[config.mk]
export PLATFORM = sky130hd
export DESIGN_NAME = dcfr_debug_regs
export DESIGN_NICKNAME = d
export VERILOG_FILES = /design/src/dcfr_pkg.sv /design/src/dcfr_debug_regs.sv
export SDC_FILE = /design/constraint.sdc
export NUM_CORES = 1
export LEC_CHECK = 0
export ABC_AREA = 0
export BUFFER_PORTS_ARGS = -buffer_cell sky130_fd_sc_hd__buf_4
export CORE_UTILIZATION = 30
export CTS_CLUSTER_SIZE = 28
export DETAILED_ROUTE_END_ITERATION = 10
export GPL_TIMING_DRIVEN = 0
export SLEW_MARGIN = 20
export SYNTH_ARGS = -nofsm -noshare
export SYNTH_HDL_FRONTEND = slang
export SYNTH_SLANG_ARGS = --single-unit
export TNS_END_PERCENT = 100
[constraint.sdc]
create_clock -name clk_i -period 5.1 [get_ports clk_i]
set_clock_uncertainty 0.1 [all_clocks]
set_input_delay 1.275 -clock clk_i [delete_from_list [all_inputs] [get_ports clk_i]]
set_output_delay 1.275 -clock clk_i [all_outputs]
set_load 0.02 [all_outputs]
[src/dcfr_pkg.sv]
// package: constants, layouts and carriers for the debug compare and fifo register block
package dcfr_pkg;

  // ----------------------------------------------------------------
  // register indices (byte address = index * 4)
  // ----------------------------------------------------------------
  localparam logic [5:0] IDX_CMP_C_HIGH  = 6'h04;
  localparam logic [5:0] IDX_CMP_C_LOW   = 6'h05;
  localparam logic [5:0] IDX_FIFO_HIGH   = 6'h06;
  localparam logic [5:0] IDX_FIFO_LOW    = 6'h07;
  localparam logic [5:0] IDX_CMP_A_CTRL  = 6'h08;
  localparam logic [5:0] IDX_CMP_B_CTRL  = 6'h09;
  localparam logic [5:0] IDX_FIFO_EXT    = 6'h10;

  // ----------------------------------------------------------------
  // field positions and reset values
  // ----------------------------------------------------------------
  localparam int         POS_DIR_EN      = 7;
  localparam int         POS_DIR_SEL     = 6;
  localparam logic [7:0] RST_CMP_C_HIGH  = 8'h00;
  localparam logic [7:0] RST_CMP_C_LOW   = 8'h00;
  localparam logic [1:0] RST_DIR_CTRL    = 2'h0;
  localparam logic [7:0] RD_ZERO_BYTE    = 8'h00;

  // ----------------------------------------------------------------
  // fifo geometry
  // ----------------------------------------------------------------
  localparam int         FIFO_WIDTH      = 24;
  localparam int         FIFO_DEPTH      = 4;
  localparam int         FIFO_AW         = 2;

  // ----------------------------------------------------------------
  // carriers
  // ----------------------------------------------------------------
  typedef struct packed {
    logic [15:0] addr;     // core address bus
    logic        rw;       // 1 read cycle, 0 write cycle
    logic        valid;    // address phase valid this cycle
  } dcfr_cpu_bus_s;

  typedef struct packed {
    logic [7:0] ext;
    logic [7:0] high;
    logic [7:0] low;
  } dcfr_fifo_word_s;

  typedef enum logic [1:0] {
    BUS_IDLE = 2'b01,
    BUS_ACK  = 2'b10
  } dcfr_bus_state_e;

  // direction qualification: disabled passes, enabled must agree with rw
  function automatic logic dcfr_dir_ok(input logic en, input logic sel, input logic rw);
    dcfr_dir_ok = ~en | (sel == rw);
  endfunction

endpackage

[src/dcfr_debug_regs.sv]
// debug comparator c, capture fifo read-out and direction qualifiers on classic wishbone
//
// Contract
// - comparator c checks address bits 15..8 against its high match byte.
// - comparator c checks address bits 7..0 against its low match byte.
// - stored 0 needs address bit low, stored 1 needs it high.
// - end-run reset with debug enabled and begin clear keeps register contents.
// - fifo high read returns bits 15..8 of word at read pointer.
// - in event-only modes fifo high reads zero for valid words.
// - fifo low read returns low byte and advances the read pointer.
// - comparator a enable 0 ignores direction, 1 includes it.
// - comparator a select 0 matches writes, 1 reads; ignored when disabled.
// - comparator b enable 0 ignores direction, 1 includes it.
// - comparator b select 0 matches writes, 1 reads; ignored when disabled.
// - full modes qualify b with comparator a bits, ignoring b's own.
//
// The implementer's own choice: the Wishbone slave port.
`timescale 1ns/1ps

// ------------------------------------------------------------------
// capture fifo
// ------------------------------------------------------------------
module dcfr_fifo #(
  parameter int W  = dcfr_pkg::FIFO_WIDTH,
  parameter int D  = dcfr_pkg::FIFO_DEPTH,
  parameter int AW = dcfr_pkg::FIFO_AW
) (
  input  wire logic          clk_i,
  input  wire logic          clear_i,
  input  wire logic          in_valid_i,
  input  wire logic [W-1:0]  in_data_i,
  output logic               in_ready_o,
  output logic               out_valid_o,
  output logic [W-1:0]       out_data_o,
  input  wire logic          out_ready_i,
  output logic [AW:0]        count_o
);
  logic [W-1:0]  mem_reg [D];
  logic [AW-1:0] wr_ptr_reg;
  logic [AW-1:0] wr_ptr_next;
  logic [AW-1:0] rd_ptr_reg;
  logic [AW-1:0] rd_ptr_next;
  logic [AW:0]   count_reg;
  logic [AW:0]   count_next;
  logic          push;
  logic          pop;

  // honest full and empty from the level
  assign in_ready_o  = (count_reg != D[AW:0]);
  assign out_valid_o = (count_reg != '0);
  assign out_data_o  = mem_reg[rd_ptr_reg];
  assign count_o     = count_reg;
  assign push        = in_valid_i & in_ready_o;
  assign pop         = out_valid_o & out_ready_i;

  // pointer and level next values
  always_comb begin
    wr_ptr_next = wr_ptr_reg;
    rd_ptr_next = rd_ptr_reg;
    count_next  = count_reg;
    if (push) begin
      wr_ptr_next = wr_ptr_reg + 1'b1;
    end
    if (pop) begin
      rd_ptr_next = rd_ptr_reg + 1'b1;
    end
    if (push && !pop) begin
      count_next = count_reg + 1'b1;
    end else if (pop && !push) begin
      count_next = count_reg - 1'b1;
    end
  end

  // pointers clear only on a clearing reset
  always_ff @(posedge clk_i) begin
    if (clear_i) begin
      wr_ptr_reg <= '0;
      rd_ptr_reg <= '0;
      count_reg  <= '0;
    end else begin
      wr_ptr_reg <= wr_ptr_next;
      rd_ptr_reg <= rd_ptr_next;
      count_reg  <= count_next;
    end
  end

  // storage, no reset
  always_ff @(posedge clk_i) begin
    if (push) begin
      mem_reg[wr_ptr_reg] <= in_data_i;
    end
  end
endmodule

// ------------------------------------------------------------------
// register block top
// ------------------------------------------------------------------
module dcfr_debug_regs (
  input  wire logic                     clk_i,
  input  wire logic                     rst_i,
  input  wire logic                     end_run_reset_i,
  input  wire logic                     debug_unit_enable_i,
  input  wire logic                     begin_trigger_i,
  input  wire logic                     event_only_mode_i,
  input  wire logic                     full_mode_i,
  input  wire dcfr_pkg::dcfr_cpu_bus_s  cpu_bus_i,
  input  wire logic                     cof_valid_i,
  input  wire dcfr_pkg::dcfr_fifo_word_s cof_data_i,
  output logic                          cof_ready_o,
  input  wire logic                     wb_cyc_i,
  input  wire logic                     wb_stb_i,
  input  wire logic                     wb_we_i,
  input  wire logic [7:0]               wb_adr_i,
  input  wire logic [3:0]               wb_sel_i,
  input  wire logic [31:0]              wb_dat_i,
  output logic [31:0]                   wb_dat_o,
  output logic                          wb_ack_o,
  output logic                          cmp_c_match_o,
  output logic                          cmp_a_dir_ok_o,
  output logic                          cmp_b_dir_ok_o
);
  import dcfr_pkg::*;

  dcfr_bus_state_e bus_state_reg;
  dcfr_bus_state_e bus_state_next;
  logic [31:0]     dat_reg;
  logic [31:0]     dat_next;
  logic [7:0]      cch_reg;
  logic [7:0]      cch_next;
  logic [7:0]      ccl_reg;
  logic [7:0]      ccl_next;
  logic [1:0]      a_ctrl_reg;
  logic [1:0]      a_ctrl_next;
  logic [1:0]      b_ctrl_reg;
  logic [1:0]      b_ctrl_next;
  logic            c_hit_reg;
  logic            c_hit_next;
  logic            a_ok_reg;
  logic            a_ok_next;
  logic            b_ok_reg;
  logic            b_ok_next;
  logic            keep_hold;
  logic            clear;
  logic            req;
  logic            aligned;
  logic [5:0]      idx;
  logic            wr_lane0;
  logic            fifo_pop;
  logic            fifo_valid;
  dcfr_fifo_word_s fifo_word;
  logic [2:0]      fifo_count;

  // ----------------------------------------------------------------
  // reset qualification
  // ----------------------------------------------------------------
  // end-run hold
  assign keep_hold = end_run_reset_i & debug_unit_enable_i & ~begin_trigger_i;
  assign clear     = rst_i & ~keep_hold;

  // ----------------------------------------------------------------
  // wishbone decode
  // ----------------------------------------------------------------
  assign req      = wb_cyc_i & wb_stb_i & (bus_state_reg == BUS_IDLE);
  assign aligned  = (wb_adr_i[1:0] == 2'h0);
  assign idx      = wb_adr_i[7:2];
  assign wr_lane0 = req & wb_we_i & wb_sel_i[0] & aligned;
  assign wb_ack_o = (bus_state_reg == BUS_ACK);
  assign wb_dat_o = dat_reg;

  // single pop per access
  // no pop while a reset is in force, so an end-run reset keeps the pointers
  assign fifo_pop = req & ~rst_i & ~wb_we_i & aligned & (idx == IDX_FIFO_LOW);

  // bus state and read data next values
  always_comb begin
    bus_state_next = BUS_IDLE;
    dat_next       = dat_reg;
    case (bus_state_reg)
      BUS_IDLE: begin
        if (req) begin
          bus_state_next = BUS_ACK;
          dat_next       = 32'h0;
          if (!wb_we_i && aligned) begin
            case (idx)
              IDX_CMP_C_HIGH: dat_next[7:0] = cch_reg;
              IDX_CMP_C_LOW:  dat_next[7:0] = ccl_reg;
              IDX_FIFO_HIGH:  dat_next[7:0] = (fifo_valid && !event_only_mode_i) ?
                                              fifo_word.high : RD_ZERO_BYTE;
              IDX_FIFO_LOW:   dat_next[7:0] = fifo_valid ? fifo_word.low : RD_ZERO_BYTE;
              IDX_FIFO_EXT:   dat_next[7:0] = (fifo_valid && !event_only_mode_i) ?
                                              fifo_word.ext : RD_ZERO_BYTE;
              IDX_CMP_A_CTRL: dat_next[7:6] = a_ctrl_reg;
              IDX_CMP_B_CTRL: dat_next[7:6] = b_ctrl_reg;
              default:        dat_next      = 32'h0;
            endcase
          end
        end
      end
      BUS_ACK: begin
        bus_state_next = BUS_IDLE;
      end
      default: begin
        bus_state_next = BUS_IDLE;
      end
    endcase
  end

  // bus slave state, ordinary reset
  always_ff @(posedge clk_i) begin
    if (rst_i) begin
      bus_state_reg <= BUS_IDLE;
      dat_reg       <= 32'h0;
    end else begin
      bus_state_reg <= bus_state_next;
      dat_reg       <= dat_next;
    end
  end

  // ----------------------------------------------------------------
  // software registers
  // ----------------------------------------------------------------
  always_comb begin
    cch_next    = cch_reg;
    ccl_next    = ccl_reg;
    a_ctrl_next = a_ctrl_reg;
    b_ctrl_next = b_ctrl_reg;
    if (wr_lane0) begin
      case (idx)
        IDX_CMP_C_HIGH: cch_next    = wb_dat_i[7:0];
        IDX_CMP_C_LOW:  ccl_next    = wb_dat_i[7:0];
        IDX_CMP_A_CTRL: a_ctrl_next = wb_dat_i[POS_DIR_EN:POS_DIR_SEL];
        IDX_CMP_B_CTRL: b_ctrl_next = wb_dat_i[POS_DIR_EN:POS_DIR_SEL];
        default:        cch_next    = cch_reg;
      endcase
    end
  end

  // registers keep contents unless a clearing reset
  always_ff @(posedge clk_i) begin
    if (clear) begin
      cch_reg    <= RST_CMP_C_HIGH;
      ccl_reg    <= RST_CMP_C_LOW;
      a_ctrl_reg <= RST_DIR_CTRL;
      b_ctrl_reg <= RST_DIR_CTRL;
    end else if (!rst_i) begin
      cch_reg    <= cch_next;
      ccl_reg    <= ccl_next;
      a_ctrl_reg <= a_ctrl_next;
      b_ctrl_reg <= b_ctrl_next;
    end
  end

  // ----------------------------------------------------------------
  // comparators and direction qualifiers
  // ----------------------------------------------------------------
  always_comb begin
    c_hit_next = cpu_bus_i.valid &
                 (cpu_bus_i.addr[15:8] == cch_reg) &
                 (cpu_bus_i.addr[7:0] == ccl_reg);
    a_ok_next  = cpu_bus_i.valid &
                 dcfr_dir_ok(a_ctrl_reg[1], a_ctrl_reg[0], cpu_bus_i.rw);
    // full modes use comparator a bits
    if (full_mode_i) begin
      b_ok_next = a_ok_next;
    end else begin
      b_ok_next = cpu_bus_i.valid &
                  dcfr_dir_ok(b_ctrl_reg[1], b_ctrl_reg[0], cpu_bus_i.rw);
    end
  end

  // registered match strobes
  always_ff @(posedge clk_i) begin
    if (rst_i) begin
      c_hit_reg <= 1'b0;
      a_ok_reg  <= 1'b0;
      b_ok_reg  <= 1'b0;
    end else begin
      c_hit_reg <= c_hit_next;
      a_ok_reg  <= a_ok_next;
      b_ok_reg  <= b_ok_next;
    end
  end

  assign cmp_c_match_o  = c_hit_reg;
  assign cmp_a_dir_ok_o = a_ok_reg;
  assign cmp_b_dir_ok_o = b_ok_reg;

  // ----------------------------------------------------------------
  // capture fifo instance
  // ----------------------------------------------------------------
  dcfr_fifo #(
    .W  (FIFO_WIDTH),
    .D  (FIFO_DEPTH),
    .AW (FIFO_AW)
  ) u_fifo (
    .clk_i       (clk_i),
    .clear_i     (clear),
    .in_valid_i  (cof_valid_i & ~rst_i),
    .in_data_i   (cof_data_i),
    .in_ready_o  (cof_ready_o),
    .out_valid_o (fifo_valid),
    .out_data_o  (fifo_word),
    .out_ready_i (fifo_pop),
    .count_o     (fifo_count)
  );

  logic push_fire;
  assign push_fire = cof_valid_i & cof_ready_o;
endmodule

# Yosys cells after proc, flatten, opt, wreduce, memory -nomap -nowiden
# Memories as Yosys holds them, arrays and structs flattened. A register that Yosys moved wholly into a read port is not among the register bits.
# Index checks and enable logic that the tools add are counted.
classes:
  add_sub_neg: 4
  n_mul: 0
  div: 0
  n_lt_le_gt_ge: 0
  eq_ne: 14
  shift: 0
  n_mux: 14
  bitwise: 28
  reduce_logical: 17
ops:
  columns: ["op", "count"]
  rows:
  - ["8-bit two-way mux", 4]
  - ["6-bit case mux with 5 select lines", 1]
  - ["6-bit by 3-bit equality test with 1-bit output (second input constant)", 4]
  - ["1-bit bitwise AND", 19]
  - ["8-bit equality test", 2]
  - ["2-bit case mux with 7 select lines", 1]
  - ["6-bit by 4-bit equality test with 1-bit output (second input constant)", 2]
  - ["3-bit AND reduction", 4]
  - ["1-bit NOT", 7]
  - ["6-bit by 5-bit equality test with 1-bit output (second input constant)", 1]
  - ["2-bit two-way mux", 3]
  - ["3-bit two-way mux", 2]
  - ["2-bit by 1-bit adder with 2-bit output (second input constant)", 2]
  - ["1-bit logical AND", 4]
  - ["1-bit zero test", 4]
  - ["3-bit by 1-bit adder with 3-bit output (second input constant)", 1]
  - ["1-bit two-way mux", 3]
  - ["3-bit != test (second input constant)", 1]
  - ["3-bit nonzero test", 1]
  - ["3-bit by 1-bit subtractor with 3-bit output (second input constant)", 1]
  - ["1-bit equality test", 2]
  - ["2-bit by 1-bit equality test with 1-bit output (second input constant)", 1]
  - ["2-bit equality test (second input constant)", 1]
  - ["2-bit zero test", 1]
  - ["4 further kinds", 5]
word_totals:
  reg_bits: 64
  latch_bits: 0
  ramBits: 96
  rom_bits: 0
  input_bits: 97
  output_inout_bits: 37
  elab_cells: 90
  memories: 1
memory_table:
  columns: ["memory", "words", "word_bits", "rd", "rd_clocked_by_memory_dff", "wr", "line_no", "rtl"]
  rows:
  - ["u_fifo.mem_reg", 4, 24, 1, 1, 1, "dcfr_debug_regs.sv:38", "logic [W-1:0] mem_reg [D];"]

# Longest topological paths before layout
depth:
  ltp_word: 10
  mapped_depth: 10
  mapped_depth_nobuf: 9

# Cells and area by module
# From an unflattened synthesis, not the netlist that was laid out.
hier_totals:
  hier_cells: 430
  area_unflattened_um2: 6075.8
modules_own_cells:
  columns: ["module", "instances", "cells_each", "area_per_inst_um2"]
  rows:
  - ["dcfr_fifo", 1, 174, 3981.3]
  - ["dcfr_debug_regs", 1, 256, 2094.5]

# Worst setup path before layout
# Ideal clock, no wire load.
synth_timing:
  path_kind: "in2reg"
  from: "input port rst_i"
  to: "register u_fifo.count_reg[2], in the netlist u_fifo.count_o[2]"
  setup_time_ns: 0.070
  arrival_ns: 3.028
  slack_ns: 1.902
  path_stages: 9
  cell_sequence: "clkbuf_1 and3b_1 clkbuf_1 ha_1 inv_1 fa_1 xor2_1 or3_1 a21oi_1"
synth_between:
  elab_cells_between_ends: 15
  classes_between: "1 x mux; 9 x bitwise; 5 x reduce/logical"
synth_lines:
  columns: ["element", "line_no", "rtl"]
  rows:
  - ["start: declaration", "dcfr_debug_regs.sv:100", "input wire logic rst_i,"]
  - ["1-bit NOT (no line) *", null, null]
  - ["1-bit bitwise AND *", "dcfr_debug_regs.sv:298", ".in_valid_i (cof_valid_i & ~rst_i),"]
  - ["1-bit bitwise AND *", "dcfr_debug_regs.sv:53", "assign push = in_valid_i & in_ready_o;"]
  - ["named net u_fifo.push", "dcfr_debug_regs.sv:45", "logic push;"]
  - ["1-bit zero test", "dcfr_debug_regs.sv:69", "end else if (pop && !push) begin"]
  - ["1-bit logical AND", "dcfr_debug_regs.sv:69", null]
  - ["2-bit nonzero test (no line)", null, null]
  - ["end signal: assignment", "dcfr_debug_regs.sv:83", "count_reg <= count_next;"]
  - ["end: declaration", "dcfr_debug_regs.sv:43", "logic [AW:0] count_reg;"]
# Mark *: on every way through the listed nets, which the timed path passes. The rest lies on a longest branch.
# A chain may end at the register's enable or synchronous reset.

# Worst setup path after layout
layout_timing:
  from: "input port wb_adr_i[1]"
  to: "register u_fifo.count_reg[2], in the netlist u_fifo.count_o[2]"
layout_between:
  elab_chain_cells: 7
  elab_cells_between_ends: 9
  classes_between: "1 x mux; 3 x bitwise; 5 x reduce/logical"
layout_rtl:
  columns: ["element", "line_no", "rtl"]
  rows:
  - ["start: declaration", "dcfr_debug_regs.sv:113", "input wire logic [7:0] wb_adr_i,"]
  - ["2-bit zero test *", "dcfr_debug_regs.sv:164", "assign aligned = (wb_adr_i[1:0] == 2'h0);"]
  - ["1-bit bitwise AND * (2 in a row)", "dcfr_debug_regs.sv:172", "assign fifo_pop = req & ~rst_i & ~wb_we_i & aligned & (idx == IDX_FIFO_LOW);"]
  - ["1-bit bitwise AND *", "dcfr_debug_regs.sv:54", "assign pop = out_valid_o & out_ready_i;"]
  - ["1-bit zero test", "dcfr_debug_regs.sv:67", "if (push && !pop) begin"]
  - ["1-bit logical AND", "dcfr_debug_regs.sv:67", null]
  - ["3-bit two-way mux / 2-bit nonzero test (equally long branches)", null, null]
# Mark *: on every way between the ends. The rest lies on a longest branch, timed or not.

==> impl_metrics.csv <==
group,metric,value,unit
place,place_congestion,0.777,
synth,synth_most_common_cell,"edfxtp_1",
power_and_ir_drop,powerDensity,352,nW/um^2
timing,period_needed,3.27,ns
setup_path,startpoint_type,"input port",
hold_path,hp-class,"reg2reg",
cells_and_area,largest_reg_flops,96,
place,place_inst,793,
timing,max_slew_margin,0.458,
timing,final-setup-viol-count,0,
setup_path,cp_slowest_cell,"nor3_2",
synth,yosys-top-cells-area,"edfxtp_1 (49%), dfxtp_1 (14%), mux4_2 (8.7%), buf_4 (3.3%), xor2_1 (3.3%)",
setup_path,cp_data_arrival_time,3.51,ns
cells_and_area,drive_gt1_frac,0.326,
timing,rsz0062_at_grt,"no",
place,detailed_place_hpwl,9570,um
route,detail-route-antenna-nets,0,
setup_path,crit_path_frequent_cell,"or3_1",
setup_path,required,5.34,ns
floorplan,fp.dieH,143,um
outcome,outcome,"finished, final reports clean",
timing,fin_tns_setup,0,ns
power_and_ir_drop,p_leak,2.82,nW
power_and_ir_drop,vdd_drop_max,0.265,mV
clock_network,cts_hold_buf,0,
global_route,grt_overflow,0,
clock_network,cts_tree,"done",
clock_network,cts-resized-gates,0,
timing,hold_viol,0,
cells_and_area,fin_cells,824,
route,avgRoutedWirePerCell,16.7,um
floorplan,fp.dieW,143,um
setup_path,path_buf_inv,2,
cells_and_area,syn_to_final_growth,27.2,%
synth,synthesis.instances,424,
route,first_pass_iters,5,
cells_and_area,layout.nets,650,
floorplan,row_count,51,
timing,maxSlewViolCount,0,
setup_path,cp_slowest_stage_delay,0.49,ns
synth,avgSynthCellArea,14.0,um^2
synth,netlist_top_cells_count,"edfxtp_1 (96), dfxtp_1 (42), nand2_1 (34), buf_4 (26), nand3_1 (26)",
clock_network,cts_inserted_buffers,17,
floorplan,start_util,0.306,
setup_path,crit_type,"in2reg",
clock_network,root_buffer,"clkbuf_16",
place,port_buffers,81,
timing,tightest_slew,0.811,ns
synth,synth_area_leader_cell,"edfxtp_1",
global_route,grt_pass1_wl,21300,um
clock_network,clockBufferDepth,2,
cells_and_area,diodes,0,
synth,synth_seq_cells,138,
clock_network,cts_setup_buffers,0,
clock_network,htree_levels,4,
setup_path,critPathCaptureType,"flip-flop",
floorplan,coreArea,19400,um^2
synth,ys_types,50,
global_route,grt_max_degree,25,
synth,yosysSeqAreaShare,0.628,
synth,ys_warn_count,0,
synth,synth_top_area_frac,0.486,
setup_path,cp_top_family,"simple AND/OR/NAND/NOR gates",
cells_and_area,n_fill_cell,1855,
global_route,grt_pass1_vias,3897,
floorplan,pin_count,134,
clock_network,clkSinkCount,138,
timing,fin_crit_sh,0.640,
cells_and_area,seq_area,3720,um^2
synth,synth_edf_count,96,
flow_run,drv_cap,0,
clock_network,cts.reportedPaths.clkPinSlew,0.06,ns
global_route,antenna_found_initial,0,
setup_path,crit_path_cell_trace,"buf_4, or3_1, nor3_2, nand2_1, ha_1, inv_1, fa_1, xor2_1, or3_1, a21oi_1",
route,drtIter0Drc,315,
cells_and_area,multi_input_area,1970,um^2
global_route,track_usage,0.144,
synth,synth-main-ff-cell,"edfxtp_1",
synth,netlist_area,5930,um^2
route,num_vias,3823,
setup_path,critPathMaxFanout,9,
route,vias_per_cell,4.64,
floorplan,dieArea,20300,um^2
synth,async_reset_ff_frac,0,
route,drc,0,
timing,max_clock_freq,306,MHz
route,drt_wl_total,13800,um
clock_network,clk_latency,0.42,ns
worst paths after layout:
kind,cells after the start,to,slack (ns),startpoint
worst max-delay path,10,u_fifo.count_o[2],1.83,wb_adr_i[1]
worst min-delay path,2,wb_dat_o[0],0.38,wb_dat_o[0]
worst max register to register,9,u_fifo.count_o[2],2.46,bus_state_reg[1]
worst min register to register,2,wb_dat_o[0],0.38,wb_dat_o[0]
metal layers:
metal	global-route usage	vias up	part of all wire
met5	0	-	0
met4	0.0543	0	0.013
met3	0.0380	16	0.068
met2	0.239	153	0.48
met1	0.179	1858	0.44
li1	-	1796	-
through the flow:
stage	power, mW	setup WS, ns	hold slack [ns]	area, um^2	util
CTS	2.67	1.77	0.388	7540	0.389
detailed placement	1.47	1.33	0.378	6970	0.359
floorplan	1.38	1.90	0.346	6010	-
global placement	1.46	1.38	0.361	6950	0.358
global route	2.73	1.66	0.410	7540	0.389
finish	2.65	1.83	0.380	7540	0.389
tightest hold or removal path, stage by stage, from the launching register on:
cell	delay, ns
dfxtp_1	0.31
nand2_1	0.06
nand3_1	0.06
cell type report:
type	instances	share of cell area
multi-input cells	255	0.262
flip-flops and latches	138	0.494
plain buffers	42	0.0378
clock inverters	13	0.0191
clock buffers	18	0.0569
well taps	265	0.0440
inverters	12	0.00598
repair buffers	81	0.0807
power by group:
part           leakage, nW  switching, mW  internal (mW)  total (mW)
logic                 1.34          0.102         0.0864       0.188
clock network        0.271          0.488          0.720        1.21
registers             1.21         0.0154           1.24        1.26
total                 2.82          0.605           2.05        2.65
cell usage in the layout (no fill, tap or decap), types with 3 or more instances in the layout:
cell,count
buf_4,107
nand2_1,34
buf_2,6
conb_1,24
mux2i_1,3
mux4_2,23
ha_1,5
inv_6,3
clkinv_4,3
clkbuf_1,8
and3_1,4
nor2_1,16
buf_6,3
nor4_1,3
clkbuf_16,17
o21ai_0,6
inv_1,11
nand2b_1,8
xor2_1,22
and2_2,4
o2bb2ai_1,6
edfxtp_1,96
a21oi_1,23
nand3_1,26
clkinvlp_4,3
dfxtp_1,42
nor3_1,5
nor2b_1,4
a22o_1,9
cell families after synthesis:
group / after synthesis / share of synthesized area
xor+xnor: 22 / 0.0325
mux: 28 / 0.0988
other cells: 1 / 0.000633
compound gates: 57 / 0.0659
simple gates: 118 / 0.104
buf+inv: 54 / 0.0557
fa+ha+maj: 6 / 0.0139
flops: 138 / 0.628
No activity file was read; power rests on OpenSTA's default activity.
